### src/core/pfc_cfg_pkg.sv
// Constants for the power factor correction configuration register bank.
// Assumes a register access port decoded from the management bus command layer.
package pfc_cfg_pkg;
  // Register offsets
  localparam logic [15:0] ADDR_FAST_OC      = 16'hFE3E;
  localparam logic [15:0] ADDR_TEMP_HYS     = 16'hFE3F;
  localparam logic [15:0] ADDR_LINE_TRIM    = 16'hFE40;
  localparam logic [15:0] ADDR_VOUT_TRIM    = 16'hFE41;
  localparam logic [15:0] ADDR_CS_TRIM      = 16'hFE42;
  localparam logic [15:0] ADDR_BAL_GAIN     = 16'hFE43;
  localparam logic [15:0] ADDR_LOW_POWER    = 16'hFE44;
  // Field positions
  localparam int LIMIT_HI          = 7;
  localparam int LIMIT_LO          = 5;
  localparam int LIMIT_NEG_BIT     = 7;
  localparam int CS_RANGE_BIT      = 1;
  localparam int REF_SEL_BIT       = 0;
  localparam int SIGN_BIT          = 7;
  localparam int BAL_EN_BIT        = 7;
  localparam int THRESH_MSB        = 12;
  // Writable masks; reserved bits stay zero
  localparam logic [7:0]  FAST_OC_MASK    = 8'hE3;
  localparam logic [15:0] LOW_POWER_MASK  = 16'h1FFF;
  // Reset values
  localparam logic [7:0]  RESET_BYTE      = 8'h00;
  localparam logic [15:0] RESET_WORD      = 16'h0000;
  // Peak limit table, microamps: positive then negative sensing
  localparam logic [7:0]  LIMIT_UA_POS_BASE = 8'd20;
  localparam logic [7:0]  LIMIT_UA_NEG_BASE = 8'd60;
  localparam logic [7:0]  LIMIT_UA_STEP     = 8'd20;
endpackage

### src/core/pfc_sense_trim_config_regs.sv
// Configuration registers: fast overcurrent, temperature hysteresis, gain trims, phase balance, low power threshold.
// Assumes a single-cycle register write/read port from the command layer and sense values on the same clock.
// Operation
// - Bits 7:5 of the fast overcurrent register pick a peak limit of 20-80 uA positive or 60-120 uA negative.
// - Bit 0 of the fast overcurrent register picks resistor or bandgap reference for the level shift.
// - The overtemp fault flag clears only when temperature exceeds fault limit plus hysteresis.
// - The overtemp warning flag clears only when temperature exceeds warning limit plus hysteresis.
// - The three gain trim registers take writes only while the write lock is released.
// - Each trim has a sign in bit 7 (1 negative) and a magnitude in bits 6:0.
// - The first trim scales the line voltage sense path.
// - The second trim scales the output voltage feedback path.
// - The third trim scales the current sense path in its 500 mV range.
// - Balance enable 1 balances; writing 0 stops balancing and clears the integrator.
// - Balance gain is seven bits unsigned, 0 to 127.
// - With smart output voltage on and power below the threshold, regulate to the light load low or high line target.
// - Current sense above the peak limit longer than the debounce disables PWM for the rest of the cycle.
`timescale 1ns/1ns
module pfc_sense_trim_config_regs
  import pfc_cfg_pkg::*;
#(
  parameter int SENSE_W  = 16,
  parameter int TEMP_W   = 12,
  parameter int POWER_W  = 13,
  parameter int VOUT_W   = 11,
  parameter int DEBOUNCE_MAX = 15
) (
  input  wire logic               clk,
  input  wire logic               nrst,
  input  wire logic               reg_wr,
  input  wire logic               reg_rd,
  input  wire logic [15:0]        reg_addr,
  input  wire logic [15:0]        reg_wdata,
  output logic      [15:0]        reg_rdata,
  output logic                    reg_ack,
  input  wire logic               write_unlocked,
  input  wire logic [SENSE_W-1:0] line_voltage_sense,
  input  wire logic [SENSE_W-1:0] output_voltage_feedback,
  input  wire logic [SENSE_W-1:0] current_sense,
  output logic      [SENSE_W-1:0] line_voltage_trimmed,
  output logic      [SENSE_W-1:0] output_voltage_trimmed,
  output logic      [SENSE_W-1:0] current_sense_trimmed,
  input  wire logic [TEMP_W-1:0]  temperature_sense,
  input  wire logic               temp_sample,
  input  wire logic [TEMP_W-1:0]  temp_fault_limit,
  input  wire logic [TEMP_W-1:0]  temp_warning_limit,
  output logic                    overtemp_fault_flag,
  output logic                    overtemp_warning_flag,
  input  wire logic signed [15:0] balance_error,
  input  wire logic               balance_step,
  output logic signed [23:0]      balance_integrator,
  input  wire logic               smart_vout_enable,
  input  wire logic               high_line,
  input  wire logic [POWER_W-1:0] input_power,
  input  wire logic [VOUT_W-1:0]  low_line_light_load_vout,
  input  wire logic [VOUT_W-1:0]  high_line_light_load_vout,
  input  wire logic [VOUT_W-1:0]  normal_vout,
  output logic      [VOUT_W-1:0]  vout_target,
  output logic                    low_power_mode,
  input  wire logic               cycle_start,
  input  wire logic               overcurrent_compare,
  input  wire logic [3:0]         debounce_cycles,
  output logic                    pwm_disable,
  output logic      [2:0]         peak_current_limit,
  output logic      [7:0]         peak_limit_ua,
  output logic                    limit_negative,
  output logic                    level_shift_ref_select,
  output logic                    cs_range_500mv
);

  // Refuse widths and counts the logic cannot serve
  initial begin
    if (SENSE_W < 8 || TEMP_W < 8 || POWER_W != 13 || VOUT_W < 1)
      $error("pfc_sense_trim_config_regs: unsupported width parameters");
    if (DEBOUNCE_MAX < 1 || DEBOUNCE_MAX > 15)
      $error("pfc_sense_trim_config_regs: unsupported debounce range");
  end

  // Stored registers
  logic [7:0]  fast_overcurrent_setting, next_fast_overcurrent_setting;
  logic [7:0]  temperature_hysteresis,   next_temperature_hysteresis;
  logic [7:0]  line_voltage_gain_trim,   next_line_voltage_gain_trim;
  logic [7:0]  output_voltage_gain_trim, next_output_voltage_gain_trim;
  logic [7:0]  current_sense_gain_trim,  next_current_sense_gain_trim;
  logic [7:0]  phase_balance_gain,       next_phase_balance_gain;
  logic [15:0] smart_vout_low_power_threshold, next_smart_vout_low_power_threshold;
  logic [15:0] next_reg_rdata;
  logic        next_reg_ack;

  // Apply a signed trim: value * (1 +/- mag/1024), saturated
  function automatic logic [SENSE_W-1:0] apply_trim(input logic [SENSE_W-1:0] v, input logic [7:0] t);
    logic [SENSE_W+7:0] prod;
    logic [SENSE_W:0]   delta;
    logic [SENSE_W+1:0] sum;
    // Floor of the scaled product keeps the trim monotonic in the raw code
    prod  = {8'h00, v} * {{SENSE_W{1'b0}}, 1'b0, t[6:0]};
    delta = (SENSE_W+1)'(prod[SENSE_W+6:10]);
    sum   = '0;
    if (t[SIGN_BIT]) begin
      if ({1'b0, v} < delta) sum = '0;
      else sum = {1'b0, ({1'b0, v} - delta)};
    end else begin
      sum = {1'b0, ({1'b0, v} + delta)};
    end
    if (sum[SENSE_W+1:SENSE_W] != 2'b00) apply_trim = '1;
    else apply_trim = sum[SENSE_W-1:0];
  endfunction

  // Register writes and read mux
  always_comb begin
    next_fast_overcurrent_setting       = fast_overcurrent_setting;
    next_temperature_hysteresis         = temperature_hysteresis;
    next_line_voltage_gain_trim         = line_voltage_gain_trim;
    next_output_voltage_gain_trim       = output_voltage_gain_trim;
    next_current_sense_gain_trim        = current_sense_gain_trim;
    next_phase_balance_gain             = phase_balance_gain;
    next_smart_vout_low_power_threshold = smart_vout_low_power_threshold;
    next_reg_ack                        = reg_wr | reg_rd;
    next_reg_rdata                      = reg_rdata;
    if (reg_wr) begin
      unique case (reg_addr)
        ADDR_FAST_OC:   next_fast_overcurrent_setting = reg_wdata[7:0] & FAST_OC_MASK;
        ADDR_TEMP_HYS:  next_temperature_hysteresis = reg_wdata[7:0];
        ADDR_LINE_TRIM: if (write_unlocked) next_line_voltage_gain_trim = reg_wdata[7:0];
        ADDR_VOUT_TRIM: if (write_unlocked) next_output_voltage_gain_trim = reg_wdata[7:0];
        ADDR_CS_TRIM:   if (write_unlocked) next_current_sense_gain_trim = reg_wdata[7:0];
        ADDR_BAL_GAIN:  next_phase_balance_gain = reg_wdata[7:0];
        ADDR_LOW_POWER: next_smart_vout_low_power_threshold = reg_wdata & LOW_POWER_MASK;
        default: ;
      endcase
    end
    // Read data is registered and holds; unmapped reads return zero
    if (reg_rd) begin
      unique case (reg_addr)
        ADDR_FAST_OC:   next_reg_rdata = {8'h00, fast_overcurrent_setting};
        ADDR_TEMP_HYS:  next_reg_rdata = {8'h00, temperature_hysteresis};
        ADDR_LINE_TRIM: next_reg_rdata = {8'h00, line_voltage_gain_trim};
        ADDR_VOUT_TRIM: next_reg_rdata = {8'h00, output_voltage_gain_trim};
        ADDR_CS_TRIM:   next_reg_rdata = {8'h00, current_sense_gain_trim};
        ADDR_BAL_GAIN:  next_reg_rdata = {8'h00, phase_balance_gain};
        ADDR_LOW_POWER: next_reg_rdata = smart_vout_low_power_threshold;
        default:        next_reg_rdata = RESET_WORD;
      endcase
    end
  end

  // Register file, read data and acknowledge
  always_ff @(posedge clk or negedge nrst) begin
    if (!nrst) begin
      fast_overcurrent_setting       <= RESET_BYTE;
      temperature_hysteresis         <= RESET_BYTE;
      line_voltage_gain_trim         <= RESET_BYTE;
      output_voltage_gain_trim       <= RESET_BYTE;
      current_sense_gain_trim        <= RESET_BYTE;
      phase_balance_gain             <= RESET_BYTE;
      smart_vout_low_power_threshold <= RESET_WORD;
      reg_rdata                      <= RESET_WORD;
      reg_ack                        <= 1'b0;
    end else begin
      fast_overcurrent_setting       <= next_fast_overcurrent_setting;
      temperature_hysteresis         <= next_temperature_hysteresis;
      line_voltage_gain_trim         <= next_line_voltage_gain_trim;
      output_voltage_gain_trim       <= next_output_voltage_gain_trim;
      current_sense_gain_trim        <= next_current_sense_gain_trim;
      phase_balance_gain             <= next_phase_balance_gain;
      smart_vout_low_power_threshold <= next_smart_vout_low_power_threshold;
      reg_rdata                      <= next_reg_rdata;
      reg_ack                        <= next_reg_ack;
    end
  end

  // Trimmed sense paths, limit decode and static selects
  logic [SENSE_W-1:0] next_line_trimmed, next_vout_trimmed, next_cs_trimmed;
  logic [7:0]         next_limit_ua;
  logic [2:0]         lim_code;
  // Decodes follow the next value so they line up with the acknowledge
  always_comb begin
    lim_code          = next_fast_overcurrent_setting[LIMIT_HI:LIMIT_LO];
    next_line_trimmed = apply_trim(line_voltage_sense, line_voltage_gain_trim);
    next_vout_trimmed = apply_trim(output_voltage_feedback, output_voltage_gain_trim);
    next_cs_trimmed   = cs_range_500mv ? apply_trim(current_sense, current_sense_gain_trim)
                                       : current_sense;
    next_limit_ua     = (lim_code[2] ? LIMIT_UA_NEG_BASE : LIMIT_UA_POS_BASE)
                        + LIMIT_UA_STEP * {6'h00, lim_code[1:0]};
  end

  // Registered trims and decodes
  always_ff @(posedge clk or negedge nrst) begin
    if (!nrst) begin
      line_voltage_trimmed   <= '0;
      output_voltage_trimmed <= '0;
      current_sense_trimmed  <= '0;
      peak_current_limit     <= 3'h0;
      peak_limit_ua          <= LIMIT_UA_POS_BASE;
      limit_negative         <= 1'b0;
      level_shift_ref_select <= 1'b0;
      cs_range_500mv         <= 1'b0;
    end else begin
      line_voltage_trimmed   <= next_line_trimmed;
      output_voltage_trimmed <= next_vout_trimmed;
      current_sense_trimmed  <= next_cs_trimmed;
      peak_current_limit     <= lim_code;
      peak_limit_ua          <= next_limit_ua;
      limit_negative         <= next_fast_overcurrent_setting[LIMIT_NEG_BIT];
      level_shift_ref_select <= next_fast_overcurrent_setting[REF_SEL_BIT];
      cs_range_500mv         <= next_fast_overcurrent_setting[CS_RANGE_BIT];
    end
  end

  // Overtemperature flags with release hysteresis
  logic            next_overtemp_fault_flag, next_overtemp_warning_flag;
  logic [TEMP_W:0] fault_release, warn_release;
  always_comb begin
    fault_release = {1'b0, temp_fault_limit} + {{(TEMP_W-7){1'b0}}, temperature_hysteresis};
    warn_release  = {1'b0, temp_warning_limit} + {{(TEMP_W-7){1'b0}}, temperature_hysteresis};
    next_overtemp_fault_flag = overtemp_fault_flag;
    next_overtemp_warning_flag  = overtemp_warning_flag;
    if (temp_sample) begin
      // Low reading means hot: set below limit, clear only past limit plus hysteresis
      if (temperature_sense < temp_fault_limit) next_overtemp_fault_flag = 1'b1;
      else if ({1'b0, temperature_sense} > fault_release) next_overtemp_fault_flag = 1'b0;
      if (temperature_sense < temp_warning_limit) next_overtemp_warning_flag = 1'b1;
      else if ({1'b0, temperature_sense} > warn_release) next_overtemp_warning_flag = 1'b0;
    end
  end

  // Registered overtemperature flags
  always_ff @(posedge clk or negedge nrst) begin
    if (!nrst) begin
      overtemp_fault_flag   <= 1'b0;
      overtemp_warning_flag <= 1'b0;
    end else begin
      overtemp_fault_flag   <= next_overtemp_fault_flag;
      overtemp_warning_flag <= next_overtemp_warning_flag;
    end
  end

  // Phase current balance integrator
  logic signed [23:0] next_integrator;
  logic signed [23:0] bal_incr;
  always_comb begin
    bal_incr        = 24'(balance_error) * $signed({17'h0_0000, phase_balance_gain[6:0]});
    next_integrator = balance_integrator;
    if (!next_phase_balance_gain[BAL_EN_BIT]) next_integrator = '0;
    else if (balance_step) next_integrator = balance_integrator + bal_incr;
  end

  // Registered integrator
  always_ff @(posedge clk or negedge nrst) begin
    if (!nrst) balance_integrator <= '0;
    else balance_integrator <= next_integrator;
  end

  // Smart output voltage selection
  logic [VOUT_W-1:0] next_vout_target;
  logic              next_low_power;
  always_comb begin
    next_low_power   = smart_vout_enable &&
                       (input_power < smart_vout_low_power_threshold[THRESH_MSB:0]);
    next_vout_target = normal_vout;
    if (next_low_power)
      next_vout_target = high_line ? high_line_light_load_vout : low_line_light_load_vout;
  end

  // Registered output voltage target and mode
  always_ff @(posedge clk or negedge nrst) begin
    if (!nrst) begin
      vout_target    <= '0;
      low_power_mode <= 1'b0;
    end else begin
      vout_target    <= next_vout_target;
      low_power_mode <= next_low_power;
    end
  end

  // Cycle-by-cycle peak current shutdown after debounce
  logic       oc_meta, oc_sync;
  logic [3:0] oc_count, next_oc_count;
  logic       next_pwm_disable;
  // Saturating count so a long overcurrent never wraps and re-arms the debounce
  always_comb begin
    next_oc_count    = oc_sync ? ((oc_count == 4'(DEBOUNCE_MAX)) ? oc_count : oc_count + 4'h1) : 4'h0;
    next_pwm_disable = pwm_disable;
    if (cycle_start) next_pwm_disable = 1'b0;
    else if (oc_sync && oc_count >= debounce_cycles) next_pwm_disable = 1'b1;
  end

  // Comparator synchroniser, debounce counter and shutdown flag
  always_ff @(posedge clk or negedge nrst) begin
    if (!nrst) begin
      oc_meta     <= 1'b0;
      oc_sync     <= 1'b0;
      oc_count    <= 4'h0;
      pwm_disable <= 1'b0;
    end else begin
      oc_meta     <= overcurrent_compare;
      oc_sync     <= oc_meta;
      oc_count    <= next_oc_count;
      pwm_disable <= next_pwm_disable;
    end
  end

endmodule

### config.mk
export PLATFORM = sky130hd
export DESIGN_NAME = pfc_sense_trim_config_regs
export DESIGN_NICKNAME = d
export VERILOG_FILES = /design/src/core/pfc_cfg_pkg.sv /design/src/core/pfc_sense_trim_config_regs.sv
export SDC_FILE = /design/constraint.sdc
export NUM_CORES = 1
export LEC_CHECK = 0
export BUFFER_PORTS_ARGS = -buffer_cell sky130_fd_sc_hd__buf_2
export CORE_UTILIZATION = 39
export DETAILED_ROUTE_END_ITERATION = 8
export PLACE_DENSITY = 0.66
export SYNTH_ARGS = -nofsm -noshare
export SYNTH_HDL_FRONTEND = slang
export SYNTH_SLANG_ARGS = --single-unit
export TNS_END_PERCENT = 5
### constraint.sdc
create_clock -name clk -period 7.8 [get_ports clk]
set_input_delay 1.95 -clock clk [delete_from_list [all_inputs] [get_ports clk]]
set_output_delay 1.95 -clock clk [all_outputs]
set_load 0.005 [all_outputs]
==> flow_summary.ini, run 1 <==
[placement]
dpl.hpwl_mm = 61.1
port_buffers = 301
routabilityCongestion = 0.931
dp.cells = 4483
place_area_mm2 = 0.0322

[setup_path]
cp-start-kind = input pin
end_kind = register
timing.rr.start = output_voltage_gain_trim[3]$_DFFE_PN0P_
crit_type = in -> reg
arrival_ns = 8.08
setup.worst_path.start = current_sense[7]
cp_max_fo = 5
required_ns = 8.17

[grt]
grt_usage = 0.212
antenna_found_initial = 12
grt_remaining_overflow = 0
grt.met2_usage = 0.363
use_met1 = 0.278
use_met3 = 0.0358
grt_pass1_vias = 23000
grt_pass1_wl_mm = 120
grt_max_degree = 65
busiest_layer = met2

[synthesis]
syn_area_mm2 = 0.0275
synth_cell_type_count = 90
yosys-top-cells-area = fa_1 23%, dfrtp_1 15%, ha_1 15%, inv_1 7.2%, and2_1 6.6%
syn_area_per_cell_um2 = 9.06
synthesis.instances = 3041
ys_warn_count = 0
async_reset_ff_frac = 1.00
synthFlopType = dfrtp_1
seq_area_frac_synth = 0.155
synth_top_area_share = 0.235
synth_seq_cells = 170
synth-edff-count = 0
synth_area_leader_cell = fa_1

[sta]
setup_viol = 0
slew_headroom = 0.118
post-route-min-period_ns = 7.71
setup_tns_ns = 0
tightest_slew_ns = 1.31
timing.final.max_slew_violations = 0
final-hold-violation-count = 0
fin_crit_sh = 0.989
fmax_mhz = 130
skew_ns = 0.0105
rsz0062_at_grt = true

[layout]
final_common_cell = inv_1
nets = 4421
layoutNonFillerInstCount = 4540
syn2layout_area_growth_pct = 22.2
drive_gt1_frac = 0.250
nFillCells = 6705
final_cell_mix = 526 x inv_1, 317 x fa_1, 316 x ha_1
final_cell_area_mm2 = 0.0336
fin_util = 0.481

[cts]
cts_sinks = 170
cts-buffers-inserted = 17
cts-root-buf = clkbuf_16
ctsHoldBuffers = 0
clk_latency_ns = 0.49
htreeDepth = 4
path_clk_slew_ns = 0.08
cts_tree = yes
clk_path_buf_depth = 2

[pwr]
power_density_mw_per_mm2 = 68.2
p_leak_nw = 17.9
peakVddDrop_mv = 0.118

[drt]
viasPerCell = 5.06
first_pass_iters = 5
routed_wl_mm = 75.1
wl_per_cell_um = 16.5
vias = 23000
drt_drc_violations_left = 0
drtAntennaViolNets = 0
drt_iter0_drc = 1247

[floorplanning]
core_area_mm2 = 0.0699
start_util = 0.394
fp-row-count = 97
pin_count = 311
die-area_mm2 = 0.0717
die_y_um = 268
chipWidth_um = 268

[hold_path]
hold_path.class = reg -> reg
min_from = oc_meta$_DFF_PN0_

[flow_run]
drv_cap = 0

[status]
status = completed
-- power breakdown --
part	switching (W)	leakage (nW)	internal, W
registers	0.00000774	2.21	0.000902
logic	0.000278	15.4	0.000226
clock network	0.000455	0.286	0.000426
-- path summary, 6_finish.rpt --
check | endpoint | slack (ns) | cells after the start
worst max-delay path | current_sense_trimmed[4]$_DFF_PN0_ | 0.09 | 26
worst min register to register | oc_sync$_DFF_PN0_ | 0.35 | 0
worst max register to register | output_voltage_trimmed[14]$_DFF_PN0_ | 0.93 | 23
worst min-delay path | oc_sync$_DFF_PN0_ | 0.35 | 0
max in group asynchronous | temperature_hysteresis[0]$_DFFE_PN0P_ | 5.08 | 2
min in group asynchronous | output_voltage_trimmed[0]$_DFF_PN0_ | 1.41 | 1
-- timing repair --
action / 4_1_cts / 5_1_grt
gates resized for setup: 1 / 155
setup endpoints to repair: 8 / 48
gates cloned: 0 / 2
setup buffers: 0 / 15
pin swaps: 0 / 87
-- synthesized netlist by cell type, types with 11 or more instances --
cell and count:
a211oi_1 21, a21o_1 38, a21oi_1 110, a31oi_1 12, and2_1 290, and3_1 14, clkbuf_1 82, dfrtp_1 168
fa_1 323, ha_1 326, inv_1 530, mux2_2 80, mux2i_1 26, nand2_1 225, nand2b_1 33, nand3_1 46
nand4_1 11, nor2_1 121, nor2b_1 16, nor3_1 38, o211ai_1 13, o21a_1 14, o21ai_0 74, o21bai_1 28
o221ai_1 20, o22ai_1 18, o31ai_1 14, or3_1 12, xnor2_1 108, xor2_1 53
-- through the flow --
step / power, W / hold slack, ns / worst slack, ns
final: 0.00229 / 0.353 / 0.0893
after global routing: 0.00241 / 0.376 / -0.136
after CTS: 0.00231 / 0.356 / 0.00511
after detailed placement: 0.00141 / 0.337 / -0.569
after global placement: 0.00140 / 0.335 / -0.555
after floorplan: 0.00114 / 0.331 / -0.0881
-- layout make-up --
class                           instances  area (µm²)  area share
Timing Repair Buffer                  617        3960       0.118
Sequential cell                       170        4260       0.127
Tap cell                              940        1180      0.0350
Clock buffer                           17         425      0.0126
Inverter                              531        1990      0.0592
Antenna cell                            8        20.0    0.000595
Clock inverter                         15         149     0.00442
Multi-Input combinational cell       2242       21700       0.644
-- cells by family (layout without fill, tap and decap cells) --
logic type      after synthesis  in the layout  share of synthesized area
compound gates              464            465                      0.115
xor+xnor                    161            161                     0.0512
fa+ha+maj                   649            649                      0.383
buf+inv                     635           1180                     0.0885
flops                       170            170                      0.155
mux                         111            111                     0.0462
other cells                   1             14                   0.000136
simple gates                850            850                      0.161
-- worst max-delay path: stages --
cell and delay, ns:
buf_2 0.16, and2_1 0.19, fa_1 0.50, fa_1 0.50, fa_1 0.49, inv_1 0.05
fa_1 0.53, inv_1 0.06, ha_4 0.26, nand3_1 0.12, o21ai_4 0.26, a31oi_4 0.16
o41ai_4 0.42, buf_4 0.18, buf_4 0.11, xor2_2 0.20, inv_1 0.07, ha_1 0.21
nand2b_1 0.15, a21oi_1 0.19, a311o_1 0.25, a21oi_1 0.10, o21ai_1 0.29, o311ai_4 0.14
buf_6 0.17, o32a_1 0.35
-- sequential cells by signal, summed over array words and instances, names as in the netlist, 11 cells and up --
name                            flops
balance_integrator                 24
current_sense_trimmed              16
vout_target                        11
reg_rdata                          13
line_voltage_trimmed               16
output_voltage_trimmed             16
smart_vout_low_power_threshold     13
-- per-layer routing --
metal / wire length [µm] / up-vias / share of wire
met3: 4000 / 85 / 0.053
met2: 36400 / 551 / 0.48
li1: - / 11000 / -
met5: 66 / - / 0.00088
met4: 1380 / 10 / 0.018
met1: 33200 / 11300 / 0.44
Note: power is estimated with default switching activity, not from simulation.
==> run 2: changes to the inputs <==
--- a/config.mk
+++ b/config.mk
@@ -5,10 +5,10 @@
 export SDC_FILE = /design/constraint.sdc
 export NUM_CORES = 1
 export LEC_CHECK = 0
+export ABC_AREA = 1
 export BUFFER_PORTS_ARGS = -buffer_cell sky130_fd_sc_hd__buf_2
 export CORE_UTILIZATION = 39
 export DETAILED_ROUTE_END_ITERATION = 8
-export PLACE_DENSITY = 0.66
 export SYNTH_ARGS = -nofsm -noshare
 export SYNTH_HDL_FRONTEND = slang
 export SYNTH_SLANG_ARGS = --single-unit
==> run 2 against run 1 <==
Sequential cell count unchanged. Maximum frequency increased by 5.0%. Synthesized cell count increased by 47%. Via count increased by 25%. Register-to-register slack improved by 0.21 ns. Largest cell class unchanged. Highest routed layer is now met4.
==> flow_summary.ini, run 2 <==
[pwr]
totalPowerFinal_w = 0.00261
power_density_mw_per_mm2 = 74.2
peakVddDrop_mv = 0.167
p_leak_nw = 21.7

[hold_path]
hold_path.class = reg -> reg
min_path_cells = 0
whs_endpoint = oc_sync$_DFF_PN0_
min_from = oc_meta$_DFF_PN0_

[drt]
routed_wl_mm = 93.4
drt_drc_violations_left = 0
drtAntennaViolNets = 0
wl_per_cell_um = 15.8
vias = 28800
viasPerCell = 4.86
drt_iter0_drc = 1681
first_pass_iters = 5

[placement]
port_buffers = 301
dpl.hpwl_mm = 77.3
routabilityCongestion = 0.963

[cts]
cts_setup_buffers = 0
cts_tree = yes
cts-root-buf = clkbuf_16
cts_sinks = 170
path_clk_slew_ns = 0.08
clk_latency_ns = 0.50
cts-buffers-inserted = 17
htreeDepth = 4
clk_path_buf_depth = 2

[setup_path]
cp_slowest_cell = fa_1
r2r-end = current_sense_trimmed[6]$_DFF_PN0_
reg2reg_slack_ns = 1.14
timing.rr.start = current_sense_gain_trim[6]$_DFFE_PN0P_
cp_max_fo = 10
path_buf_inv = 6
required_ns = 8.19
end_kind = register
cp-start-kind = input pin
r2r_cells = 29
cpPeakStageDelay_ns = 0.55
arrival_ns = 7.73
critPathMostFrequentCell = nand2_1
path_delay_family = adder cells
crit_type = in -> reg

[grt]
busiest_layer = met2
grt_max_degree = 99
grt.met2_usage = 0.401
use_met3 = 0.0357
grt_remaining_overflow = 0
grt_usage = 0.240
grt_pass1_vias = 29000
antenna_found_initial = 2
use_met1 = 0.324
grt_pass1_wl_mm = 153

[synthesis]
seq_area_frac_synth = 0.138
synth_seq_cells = 170
synthTopCellsByCount = 1248 x nand2_1, 1029 x inv_1, 326 x ha_1, 323 x fa_1, 267 x nor2_1
synth-edff-count = 0
synthFlopType = dfrtp_1
synth_cell_type_count = 57
synthesis.instances = 4482
ys_warn_count = 0
synth_top_area_share = 0.210
syn_area_per_cell_um2 = 6.87
yosysMostFrequentCell = nand2_1
yosys-top-cells-area = fa_1 21%, nand2_1 15%, dfrtp_1 14%, ha_1 13%, inv_1 13%
async_reset_ff_frac = 1.00
syn_area_mm2 = 0.0308
synth_area_leader_cell = fa_1

[layout]
largest_reg_flops = 24
nets = 5714
final_common_cell = nand2_1
largest-register = balance_integrator
fin_util = 0.453
syn2layout_area_growth_pct = 14.4
drive_gt1_frac = 0.124
final_cell_mix = 1248 x nand2_1, 1029 x inv_1, 326 x ha_1

[floorplanning]
die_y_um = 283
fp-row-count = 102
start_util = 0.396
core_area_mm2 = 0.0778
pin_count = 311
die-area_mm2 = 0.0801
chipWidth_um = 283

[flow_run]
drv_cap = 0

[sta]
setup_viol = 0
final-hold-violation-count = 0
rsz0062_at_grt = false
slew_headroom = 0.264
fmax_mhz = 136
skew_ns = 0.0118
timing.final.max_slew_violations = 0
tightest_slew_ns = 1.10
post-route-min-period_ns = 7.34
fin_crit_sh = 0.941

[status]
status = completed
run 2: cell count changes after synthesis, moves of 32 or more:
cell      delta
inv_1      +499
nand2_1   +1023
nand2b_1    -32
and2_1     -288
nand3_1    +169
nor2_1     +146
mux2_2      -69
xnor2_1     -85
a21oi_1    +104
o21ai_0    +107
run 2: worst reg2reg max path, delay by kind of cell, from the launching register on:
family / cells / cell delay [ns]
buf+inv: 6 / 0.52
simple gates: 12 / 1.52
compound gates: 5 / 0.87
flops: 1 / 0.85
fa+ha+maj: 6 / 2.82
run 2: cells by family (layout without fill, tap and decap cells):
family | after synthesis | in the layout | share of synthesized area
compound gates | 510 | 510 | 0.0916
xor+xnor | 96 | 96 | 0.0273
fa+ha+maj | 649 | 649 | 0.342
buf+inv | 1178 | 1576 | 0.147
flops | 170 | 170 | 0.138
mux | 11 | 11 | 0.00402
other cells | 1 | 7 | 0.000122
simple gates | 1867 | 1867 | 0.249
run 2: routing by layer:
metal  vias to the layer above  share of wire
met5                         -              0
met1                     13700           0.47
li1                      14400              -
met2                       638           0.47
met3                        93          0.050
met4                         0          0.018
run 2: final cells by class:
type	count	area, µm²
diodes	1	2.50
fillers	8081	42600
well taps	1040	1300
multi-input cells	3139	22000
repair buffers	509	3140
clock inverters	14	180
inverters	1035	3880
clock buffers	18	439
flip-flops and latches	170	4260
run 2: worst max path at each step:
stage	start	end	slack [ns]	cells after the start
2_1_floorplan	output_voltage_feedback[13]	output_voltage_trimmed[13]$_DFF_PN0_	0.24	30
3_3_place_gp	current_sense[7]	current_sense_trimmed[6]$_DFF_PN0_	-0.05	30
3_5_place_dp	current_sense[3]	current_sense_trimmed[8]$_DFF_PN0_	-0.04	32
4_1_cts	current_sense[3]	current_sense_trimmed[8]$_DFF_PN0_	0.46	32
5_1_grt	current_sense[7]	current_sense_trimmed[2]$_DFF_PN0_	0.008	31
6_report	current_sense[9]	current_sense_trimmed[6]$_DFF_PN0_	0.46	30
run 2: power by group:
| part | total (W) | leakage, nW | internal [W] | switching, W |
|---|---|---|---|---|
| Clock | 0.000957 | 0.303 | 0.000469 | 0.000488 |
| Sequential | 0.000945 | 2.13 | 0.000921 | 0.0000243 |
| Combinational | 0.000712 | 19.2 | 0.000271 | 0.000442 |
| Total | 0.00261 | 21.7 | 0.00166 | 0.000954 |
run 2: repair_timing:
| action | 4_1_cts | 5_1_grt |
|---|---|---|
| hold buffers | 0 | 0 |
| resized for setup | 0 | 1 |
| endpoints found under the setup margin | 0 | 1 |
| endpoints found under the hold margin | 0 | 0 |
run 2: stage by stage:
| step | instances | setup TNS (ns) | setup WS, ns | cell area (µm²) | hold slack (ns) |
|---|---|---|---|---|---|
| global route | 5925 | 0 | 0.00766 | 35200 | 0.360 |
| floorplan | 4487 | 0 | 0.245 | 30800 | 0.331 |
| finish | 5926 | 0 | 0.460 | 35200 | 0.347 |
| detailed placement | 5893 | -0.136 | -0.0421 | 34600 | 0.337 |
| global placement | 5893 | -0.149 | -0.0461 | 34600 | 0.335 |
| CTS | 5925 | 0 | 0.463 | 35200 | 0.343 |
